**src/tlic_pkg.sv**
```systemverilog
// package for the two-level interrupt controller
package tlic_pkg;

  // ==========================================================
  // register indices, compared with bus address bits 21:2
  localparam logic [19:0] ADDR_SYSCTL = 20'hEE012;
  localparam logic [19:0] ADDR_SENSE = 20'hEE014;
  localparam logic [19:0] ADDR_ENABLE = 20'hEE015;
  localparam logic [19:0] ADDR_FLAGS = 20'hEE016;
  localparam logic [19:0] ADDR_PRIO_A = 20'hEE018;
  localparam logic [19:0] ADDR_PRIO_B = 20'hEE019;
  // byte address of each register = index * 4 on the bus
  localparam int ADDR_W = 22;

  // ==========================================================
  // reset values
  localparam logic [7:0] SYSCTL_RST = 8'h09;
  localparam logic [7:0] ZERO_RST = 8'h00;

  // ==========================================================
  // field positions
  localparam int SYS_USER_EN_BIT = 3;
  localparam int SYS_NMI_EDGE_BIT = 2;
  localparam int PA_PIN0 = 7;
  localparam int PA_PIN1 = 6;
  localparam int PA_PIN23 = 5;
  localparam int PA_PIN45 = 4;
  localparam int PA_WDOG = 3;
  localparam int PA_T16C0 = 2;
  localparam int PA_T16C1 = 1;
  localparam int PA_T16C2 = 0;
  localparam int PB_T8A = 7;
  localparam int PB_T8B = 6;
  localparam int PB_DMAC = 5;
  localparam int PB_SCI0 = 3;
  localparam int PB_SCI1 = 2;
  localparam int PB_SCI2 = 1;
  localparam int NPIN = 6;

  // ==========================================================
  // vector numbers
  localparam logic [5:0] VEC_NMI = 6'h07;
  localparam logic [5:0] VEC_PIN0 = 6'h0C;
  localparam logic [5:0] VEC_INT0 = 6'h14;
  localparam int NINT = 44;

  // internal source group of each internal vector (20..63)
  typedef enum {
    GRP_WDOG, GRP_T16C0, GRP_T16C1, GRP_T16C2, GRP_T8A, GRP_T8B,
    GRP_DMAC, GRP_SCI0, GRP_SCI1, GRP_SCI2, GRP_NONE
  } tlic_grp_t;

  // mask bits of the cpu condition code register
  typedef struct packed {
    logic global_mask;
    logic user_mask_bit;
  } tlic_cc_mask_t;

  // request presented to the cpu core
  typedef struct packed {
    logic valid;
    logic nmi;
    logic [5:0] vector;
  } tlic_req_t;

endpackage

```
**src/tlic_ctrl.sv**
```systemverilog
// two-level interrupt controller with avalon-mm register slave
`timescale 1ns/100ps
module tlic_ctrl
  import tlic_pkg::*;
(
  // clock, reset, enable
  input wire logic clk_i,
  input wire logic arst_n_i,
  input wire logic clk_en_i,
  input wire logic hw_standby_i,
  // avalon-mm slave
  input wire logic [tlic_pkg::ADDR_W-1:0] avs_address_i,
  input wire logic avs_read_i,
  input wire logic avs_write_i,
  input wire logic [31:0] avs_writedata_i,
  input wire logic [3:0] avs_byteenable_i,
  output logic [31:0] avs_readdata_o,
  output logic avs_waitrequest_o,
  // request sources
  input wire logic nmi_i,
  input wire logic [5:0] ext_req_n_i,
  input wire logic [tlic_pkg::NINT-1:0] int_req_i,
  // cpu core
  input wire tlic_pkg::tlic_cc_mask_t cc_mask_i,
  input wire logic ack_i,
  output tlic_pkg::tlic_req_t cpu_req_o,
  output logic user_bit_enable_o
);
  import tlic_pkg::*;

  // ==========================================================
  // reset synchroniser
  logic rst_s1_q, rst_n_q;
  always_ff @(posedge clk_i or negedge arst_n_i) begin
    if (!arst_n_i) begin
      rst_s1_q <= 1'b0;
      rst_n_q <= 1'b0;
    end else begin
      rst_s1_q <= 1'b1;
      rst_n_q <= rst_s1_q;
    end
  end

  // ==========================================================
  // group of each internal vector
  function automatic tlic_grp_t grp_of(input int v);
    if (v <= 22) return GRP_WDOG;
    if (v <= 23) return GRP_NONE;
    if (v <= 27) return GRP_T16C0;
    if (v <= 31) return GRP_T16C1;
    if (v <= 35) return GRP_T16C2;
    if (v <= 39) return GRP_T8A;
    if (v <= 43) return GRP_T8B;
    if (v <= 47) return GRP_DMAC;
    if (v <= 51) return GRP_SCI0;
    if (v <= 55) return GRP_SCI1;
    if (v <= 59) return GRP_SCI2;
    return GRP_NONE;
  endfunction

  // ==========================================================
  // registers
  logic [7:0] sysctl_q, sense_q, enable_q, flags_q, prio_a_q, prio_b_q;
  logic [7:0] rd_byte;
  logic [19:0] byte_addr;
  logic bus_req, wr_hit, flags_rd;
  logic [5:0] flags_seen_q;
  logic [5:0] pin_q;
  logic nmi_q;
  logic [5:0] pin_set, pin_auto_clr, pin_sw_clr;

  assign byte_addr = avs_address_i[21:2];
  assign bus_req = (avs_read_i || avs_write_i) && avs_waitrequest_o;
  // writes commit on the edge that completes the transfer
  assign wr_hit = avs_write_i && !avs_waitrequest_o && avs_byteenable_i[0];
  assign flags_rd = avs_read_i && avs_waitrequest_o
                    && byte_addr == ADDR_FLAGS;

  // one wait state: answer on the edge after request is seen
  always_ff @(posedge clk_i or negedge rst_n_q) begin
    if (!rst_n_q) begin
      avs_waitrequest_o <= 1'b1;
      avs_readdata_o <= 32'h0000_0000;
    end else if (clk_en_i) begin
      if (bus_req) begin
        avs_waitrequest_o <= 1'b0;
        avs_readdata_o <= {24'h00_0000, avs_read_i ? rd_byte : 8'h00};
      end else begin
        avs_waitrequest_o <= 1'b1;
      end
    end
  end

  always_comb begin
    unique case (byte_addr)
      ADDR_SYSCTL: rd_byte = sysctl_q;
      ADDR_SENSE: rd_byte = sense_q;
      ADDR_ENABLE: rd_byte = enable_q;
      ADDR_FLAGS: rd_byte = {2'b00, flags_q[5:0]};
      ADDR_PRIO_A: rd_byte = prio_a_q;
      ADDR_PRIO_B: rd_byte = prio_b_q;
      default: rd_byte = 8'h00;
    endcase
  end

  // plain read/write registers; hardware standby reinitialises
  always_ff @(posedge clk_i or negedge rst_n_q) begin
    if (!rst_n_q) begin
      sysctl_q <= SYSCTL_RST;
      sense_q <= ZERO_RST;
      enable_q <= ZERO_RST;
      prio_a_q <= ZERO_RST;
      prio_b_q <= ZERO_RST;
    end else if (hw_standby_i) begin
      sysctl_q <= SYSCTL_RST;
      sense_q <= ZERO_RST;
      enable_q <= ZERO_RST;
      prio_a_q <= ZERO_RST;
      prio_b_q <= ZERO_RST;
    end else if (clk_en_i && wr_hit) begin
      unique case (byte_addr)
        ADDR_SYSCTL: sysctl_q <= avs_writedata_i[7:0];
        ADDR_SENSE: sense_q <= avs_writedata_i[7:0];
        ADDR_ENABLE: enable_q <= avs_writedata_i[7:0];
        ADDR_PRIO_A: prio_a_q <= avs_writedata_i[7:0];
        ADDR_PRIO_B: prio_b_q <= avs_writedata_i[7:0];
        default: ;
      endcase
    end
  end

  // ==========================================================
  // pin sampling and flag logic
  always_ff @(posedge clk_i or negedge rst_n_q) begin
    if (!rst_n_q) begin
      pin_q <= 6'h3F;
      nmi_q <= 1'b1;
      flags_seen_q <= 6'h00;
    end else if (clk_en_i) begin
      pin_q <= ext_req_n_i;
      nmi_q <= nmi_i;
      if (flags_rd)
        flags_seen_q <= flags_q[5:0];
    end
  end

  always_comb begin
    for (int n = 0; n < NPIN; n++) begin
      // low level or falling edge
      pin_set[n] = sense_q[n] ? (pin_q[n] && !ext_req_n_i[n])
                              : !ext_req_n_i[n];
      // edge mode flag drops when its exception is taken
      pin_auto_clr[n] = sense_q[n] && ack_i && !cpu_req_o.nmi
                        && cpu_req_o.vector == VEC_PIN0 + 6'(n);
      // zero written after read as one; level needs pin high
      pin_sw_clr[n] = wr_hit && byte_addr == ADDR_FLAGS
                      && !avs_writedata_i[n] && flags_seen_q[n]
                      && (sense_q[n] || ext_req_n_i[n]);
    end
  end

  always_ff @(posedge clk_i or negedge rst_n_q) begin
    if (!rst_n_q) begin
      flags_q <= ZERO_RST;
    end else if (hw_standby_i) begin
      flags_q <= ZERO_RST;
    end else if (clk_en_i) begin
      // set wins over clear; writing 1 never sets
      flags_q[5:0] <= pin_set | (flags_q[5:0]
                      & ~(pin_sw_clr | pin_auto_clr));
      flags_q[7:6] <= 2'b00;
    end
  end

  // ==========================================================
  // nonmaskable request latch
  logic nmi_edge, nmi_pend_q;
  assign nmi_edge = sysctl_q[SYS_NMI_EDGE_BIT] ? (!nmi_q && nmi_i)
                                            : (nmi_q && !nmi_i);
  always_ff @(posedge clk_i or negedge rst_n_q) begin
    if (!rst_n_q)
      nmi_pend_q <= 1'b0;
    else if (clk_en_i)
      nmi_pend_q <= nmi_edge
                    || (nmi_pend_q && !(ack_i && cpu_req_o.nmi));
  end

  // ==========================================================
  // priority level per source and arbitration
  logic [5:0] pin_lvl;
  logic [NINT-1:0] int_lvl;
  logic allow_lo, allow_hi;
  logic [5:0] best_vec;
  logic best_ok, best_hi;
  assign pin_lvl = {prio_a_q[PA_PIN45], prio_a_q[PA_PIN45],
                    prio_a_q[PA_PIN23], prio_a_q[PA_PIN23],
                    prio_a_q[PA_PIN1], prio_a_q[PA_PIN0]};

  always_comb begin
    for (int i = 0; i < NINT; i++) begin
      unique case (grp_of(i + 20))
        GRP_WDOG: int_lvl[i] = prio_a_q[PA_WDOG];
        GRP_T16C0: int_lvl[i] = prio_a_q[PA_T16C0];
        GRP_T16C1: int_lvl[i] = prio_a_q[PA_T16C1];
        GRP_T16C2: int_lvl[i] = prio_a_q[PA_T16C2];
        GRP_T8A: int_lvl[i] = prio_b_q[PB_T8A];
        GRP_T8B: int_lvl[i] = prio_b_q[PB_T8B];
        GRP_DMAC: int_lvl[i] = prio_b_q[PB_DMAC];
        GRP_SCI0: int_lvl[i] = prio_b_q[PB_SCI0];
        GRP_SCI1: int_lvl[i] = prio_b_q[PB_SCI1];
        GRP_SCI2: int_lvl[i] = prio_b_q[PB_SCI2];
        default: int_lvl[i] = 1'b0;
      endcase
    end
  end

  // masking: user bit joins only when user_bit_enable is 0
  always_comb begin
    allow_lo = !cc_mask_i.global_mask;
    allow_hi = !cc_mask_i.global_mask
               || (!sysctl_q[SYS_USER_EN_BIT]
                   && !cc_mask_i.user_mask_bit);
  end

  // scan from highest vector down so lowest wins per level
  always_comb begin
    best_ok = 1'b0;
    best_hi = 1'b0;
    best_vec = 6'h00;
    for (int i = NINT - 1; i >= 0; i--) begin
      if (int_req_i[i] && (int_lvl[i] ? allow_hi : allow_lo)
          && (int_lvl[i] || !best_hi)) begin
        best_ok = 1'b1;
        best_hi = int_lvl[i];
        best_vec = VEC_INT0 + 6'(i);
      end
    end
    for (int n = NPIN - 1; n >= 0; n--) begin
      if (flags_q[n] && enable_q[n]
          && (pin_lvl[n] ? allow_hi : allow_lo)
          && (pin_lvl[n] || !best_hi)) begin
        best_ok = 1'b1;
        best_hi = pin_lvl[n];
        best_vec = VEC_PIN0 + 6'(n);
      end
    end
  end

  // ==========================================================
  // request to the core
  always_ff @(posedge clk_i or negedge rst_n_q) begin
    if (!rst_n_q) begin
      cpu_req_o <= '0;
      user_bit_enable_o <= 1'b1;
    end else if (clk_en_i) begin
      user_bit_enable_o <= sysctl_q[SYS_USER_EN_BIT];
      if (nmi_pend_q && !(ack_i && cpu_req_o.nmi))
        cpu_req_o <= '{valid: 1'b1, nmi: 1'b1, vector: VEC_NMI};
      else if (best_ok && !ack_i)
        cpu_req_o <= '{valid: 1'b1, nmi: 1'b0, vector: best_vec};
      else
        cpu_req_o <= '0;
    end
  end

  // ==========================================================
  // checks
  property p_nmi_wins;
    @(posedge clk_i) disable iff (!rst_n_q)
    (clk_en_i && nmi_pend_q && !ack_i) |=> cpu_req_o.nmi
      && cpu_req_o.vector == VEC_NMI;
  endproperty
  a_nmi_wins: assert property (p_nmi_wins)
    else $error("nonmaskable request not presented");

  property p_mask_all;
    @(posedge clk_i) disable iff (!rst_n_q)
    (clk_en_i && cc_mask_i.global_mask && !sysctl_q[SYS_USER_EN_BIT]
     && cc_mask_i.user_mask_bit && !nmi_pend_q) |=> !cpu_req_o.valid;
  endproperty
  a_mask_all: assert property (p_mask_all)
    else $error("request passed full mask");

  property p_user_flag;
    @(posedge clk_i) disable iff (!rst_n_q)
    (clk_en_i && cc_mask_i.global_mask && sysctl_q[SYS_USER_EN_BIT]
     && !nmi_pend_q) |=> !cpu_req_o.valid;
  endproperty
  a_user_flag: assert property (p_user_flag)
    else $error("request passed global mask with user flag");

  property p_lo_masked;
    @(posedge clk_i) disable iff (!rst_n_q)
    ($past(clk_en_i) && $past(cc_mask_i.global_mask) && cpu_req_o.valid
     && !cpu_req_o.nmi) |-> $past(best_hi);
  endproperty
  a_lo_masked: assert property (p_lo_masked)
    else $error("low level request passed global mask");

  property p_flag_one;
    @(posedge clk_i) disable iff (!rst_n_q)
    (clk_en_i && !hw_standby_i && !pin_set[0] && !flags_q[0])
      |=> !flags_q[0];
  endproperty
  a_flag_one: assert property (p_flag_one)
    else $error("flag set without pin event");

  property p_level_set;
    @(posedge clk_i) disable iff (!rst_n_q)
    (clk_en_i && !hw_standby_i && !sense_q[1] && !ext_req_n_i[1])
      |=> flags_q[1];
  endproperty
  a_level_set: assert property (p_level_set)
    else $error("low level did not set flag");

  property p_edge_only;
    @(posedge clk_i) disable iff (!rst_n_q)
    (clk_en_i && !hw_standby_i && sense_q[2] && !flags_q[2]
     && !pin_q[2]) |=> !flags_q[2];
  endproperty
  a_edge_only: assert property (p_edge_only)
    else $error("edge mode flag set by steady low");

  property p_standby;
    @(posedge clk_i) disable iff (!rst_n_q)
    hw_standby_i |=> sysctl_q == SYSCTL_RST && prio_a_q == ZERO_RST
      && prio_b_q == ZERO_RST;
  endproperty
  a_standby: assert property (p_standby)
    else $error("standby did not reinitialise registers");

  property p_nmi_edge;
    @(posedge clk_i) disable iff (!rst_n_q)
    (clk_en_i && !sysctl_q[SYS_NMI_EDGE_BIT] && nmi_q && !nmi_i)
      |=> nmi_pend_q;
  endproperty
  a_nmi_edge: assert property (p_nmi_edge)
    else $error("falling nonmaskable edge missed");

  property p_bus_answer;
    @(posedge clk_i) disable iff (!rst_n_q)
    (clk_en_i && bus_req) |=> !avs_waitrequest_o ##1 avs_waitrequest_o;
  endproperty
  a_bus_answer: assert property (p_bus_answer)
    else $error("bus answer not one cycle");

  c_nmi: cover property (@(posedge clk_i) cpu_req_o.nmi);
  c_hi: cover property (@(posedge clk_i) cpu_req_o.valid
    && cc_mask_i.global_mask && !cpu_req_o.nmi);
  c_clr: cover property (@(posedge clk_i) |pin_sw_clr);
  c_auto: cover property (@(posedge clk_i) |pin_auto_clr);
  c_flag_mask: cover property (@(posedge clk_i) cc_mask_i.global_mask
    && sysctl_q[SYS_USER_EN_BIT] && |int_req_i);

endmodule

```
**config.mk**
```make
export PLATFORM = sky130hd
export DESIGN_NAME = tlic_ctrl
export DESIGN_NICKNAME = d
export VERILOG_FILES = /design/src/tlic_pkg.sv /design/src/tlic_ctrl.sv
export SDC_FILE = /design/constraint.sdc
export NUM_CORES = 1
export LEC_CHECK = 0
export CORE_MARGIN = 2
export CORE_UTILIZATION = 40
export DETAILED_ROUTE_END_ITERATION = 16
export DONT_BUFFER_PORTS = 1
export GPL_TIMING_DRIVEN = 0
export PLACE_DENSITY = 0.56
export SYNTH_ARGS = -nofsm -noshare
export SYNTH_HDL_FRONTEND = slang
export SYNTH_SLANG_ARGS = --single-unit
```
**constraint.sdc**
```tcl
create_clock -name clk_i -period 6 [get_ports clk_i]
set_input_delay 1.2 -clock clk_i [delete_from_list [all_inputs] [get_ports clk_i]]
set_output_delay 1.2 -clock clk_i [all_outputs]
set_load 0.1 [all_outputs]
```
==> summary.md <==
| Metric | Value |
|---|---|
| Status | completed |
| CP required | 6.20 ns |
| Total inserted antenna cells | 0 |
| Max-cap viol count | 0 |
| Placed Area | 5630 sq um |
| Vias/cell | 5.87 |
| Setup slack, reg-to-reg | 3.07 ns |
| Dpl cells | 811 |
| Chip height | 119 um |
| Filler cells | 1279 |
| Postcts setup bufs | 0 |
| Final hold vios | 0 |
| Final setup violating endpoints | 0 |
| Post-synthesis sequential area ratio | 0.381 |
| Max IR drop VDD | 0.102 mV |
| Worst Setup EP | prio_a_q[6] |
| CTS resizes | 0 |
| Clock Latency Late Sink | 0.34 ns |
| Routed wire length | 16.1 mm |
| Crit-path slowest cell | nor4b_1 |
| RR Startpoint | sysctl_q[3] |
| Commonest non-fill, non-tap cell in the layout | dfrtp_1 |
| Sequential power share | 0.442 |
| Sw Ratio | 0.348 |
| Setup TNS | 0 ns |
| Initial antenna violation count | 0 |
| RR Endpoint | cpu_req_o[2] |
| Worst Tran Pin Value | 1.10 ns |
| Cell Chain, Critical Path | nor4b_1 > nand4_1 > nor4b_1 > nor2b_1 > a21oi_1 > clkbuf_1 > nand2_1 > o21ai_0 |
| TritonCTS Buffers | 9 |
| Worst path arrival time | 3.89 ns |
| Total Routing Usage GR | 0.232 |
| Critical path's largest stage delay | 0.90 ns |
| M3 GR Usage | 0.0503 |
| Mean Syn Cell Area | 8.66 sq um |
| Met1 GRT Util | 0.302 |
| DR pass1 iterations | 4 |
| Delay-heaviest family, CP | simple AND/OR/NAND/NOR gates |
| CTS tree | built |
| # DRC | 0 |
| GR Overflow Total | 0 |
| Crit path max fanout | 10 |
| Area delta synth->final | 12.7% |
| WL/cell | 19.5 um |
| Cell internal pwr | 1.08 mW |
| Clock share of power | 0.368 |
| CTS Sinks | 80 |
| Clock buffer depth | 2 |
| I/O Pins | 160 |
| Synth area leader | dfrtp_1 |
| Post-synth EDFFs | 0 |
| Synth async-reset ratio | 1.00 |
| Netlist cell types | 72 |
| Nature of the critical path startpoint | input port |
| Depth of the CTS H-tree | 3 |
| Routed Antenna Nets | 0 |
| FF-to-FF path depth | 8 |
| Routed vias | 4854 |
| Clk_skew | 0.0108 ns |
| GP Congestion | 0.962 |
| CORE AREA | 13100 sq um |
| Crit. Startpoint | avs_address_i[13] |
| Starting Density | 0.405 |
| Fraction of layout cells with a size suffix above 1 | 0.147 |
| PwrDens | 277 nW/um^2 |
| #FFs+latches synth | 80 |
| Crit path top cell by count | nor4b_1 |
| F_max | 271 MHz |
| Post-Syn Area | 5290 sq um |
| Global-route wire length before repair | 25.7 mm |
| Setup Crit Path Kind | in2reg |
| Crit path time final | 3.69 ns |
| Most frequent cells in the layout | dfrtp_1 (68), nand2_1 (65), o21ai_0 (57), nor2_1 (47), a21oi_1 (35) |
| Core Rows | 42 |
| WP depth | 8 |
| Net switching power | 575 uW |
| Share of the synthesized area in the top cell type | 0.326 |
| Die Width | 119 um |
| DP HPWL | 12.6 mm |
| Hold Buf Count CTS | 0 |
| Pins Over Slew Limit | 0 |
| Mapped Cells | 611 |
| # nets final | 764 |
| Fin crit share | 0.614 |
| Static Leakage | 2.45 nW |
| Worst hold path type | reg2async |
| Final cell count without fillers | 827 |
| PortBufs | 0 |
| Vias in the first global route | 4800 |
| RSZ-0062 raised after global routing | false |
| Main flop type after synthesis | dfrtp_1 |
| Crit. End Element | register |
| Met2 Usage GRT | 0.378 |
| Slew margin rel. | 0.265 |
| Largest net degree at the start of global routing | 49 |
| Logic gate share of total power | 0.190 |
| Synth Warn # | 0 |
| Reg clk slew, reported paths | 0.06 ns |
| Most Used Layer, Global Route | met2 |
| Area contributors post-synth | dfrtp_1 (33%), dfstp_2 (5.5%), o21ai_0 (5.4%) |
| Die area | 14200 sq um |
| Design Area, Final | 5970 sq um |
| CP bufs+invs | 1 |
| Initial DRC Count | 369 |
| Root buf cell | clkbuf_16 |
==> per-layer routing <==
layer	vias up	part of all wire
met4	0	0.024
met1	2331	0.43
met3	28	0.071
met5	-	0
li1	2302	-
met2	193	0.47
==> flip-flops by register name, summed over array words and instances, names as in the netlist, 6 cells and up <==
name and cells:
pin_q 6, avs_readdata_o 8, cpu_req_o 8, enable_q 8, prio_a_q 8, prio_b_q 8, sysctl_q 8, flags_seen_q 6
sense_q 8, flags_q 6
==> worst min-delay path by stage <==
stage	depth (start not counted)	to	startpoint
3_5_place_dp	0	flags_q[1]	rst_n_q
4_1_cts	0	flags_seen_q[4]	rst_n_q
3_3_place_gp	0	rst_n_q	rst_s1_q
2_1_floorplan	0	rst_n_q	rst_s1_q
6_report	0	flags_q[1]	rst_n_q
5_1_grt	0	flags_seen_q[4]	rst_n_q
==> cells by family (layout without fill, tap and decap cells) <==
group           after synthesis  after routing  synth area share
xor+xnor                      1              1           0.00165
flops                        80             80             0.381
mux                          28             28            0.0563
buf+inv                      74             91            0.0716
simple gates                219            219             0.212
compound gates              207            207             0.277
other cells                   2             25           0.00142
==> power by group through the flow <==
stage	combinational (mW)	clock, mW	sequential, mW
CTS	0.314	0.617	0.731
floorplan	0.254	0	0.720
global placement	0.302	0	0.744
detailed placement	0.313	0	0.741
global route	0.343	0.644	0.738
finish	0.315	0.608	0.731
==> through the flow <==
step | util | power, mW | setup slack, ns | hold WS, ns
final | 0.456 | 1.65 | 2.31 | 0.278
after detailed placement | 0.430 | 1.05 | 2.03 | 0.294
after CTS | 0.456 | 1.66 | 2.38 | 0.296
after global routing | 0.456 | 1.72 | 2.05 | 0.325
after global placement | 0.428 | 1.05 | 2.10 | 0.337
after floorplan | - | 0.974 | 2.73 | 0.331
==> cell type report <==
class / count / area, sq um / area share
Multi-Input combinational cell: 480 / 2990 / 0.500
Sequential cell: 80 / 2020 / 0.339
Tap cell: 176 / 220 / 0.0369
Clock inverter: 4 / 77.6 / 0.0130
Inverter: 28 / 105 / 0.0176
Buffer: 46 / 274 / 0.0459
Timing Repair Buffer: 1 / 27.5 / 0.00461
Clock buffer: 12 / 256 / 0.0430
==> synth_stat cells, drive strengths merged (7+ instances only) <==
| cell type | count |
|---|---|
| dfstp | 11 |
| nor3b | 14 |
| o41ai | 12 |
| mux2i | 14 |
| nor3 | 10 |
| o21ai | 64 |
| nand2b | 10 |
| inv | 28 |
| buf | 29 |
| nor2 | 47 |
| o221ai | 7 |
| a31oi | 9 |
| a21oi | 36 |
| and3 | 7 |
| mux2 | 14 |
| o22ai | 7 |
| clkbuf | 17 |
| nand3 | 18 |
| o31ai | 10 |
| dfrtp | 69 |
| nor4 | 8 |
| nand2 | 66 |
| nor2b | 12 |
Power figures use the tool's default switching activity.
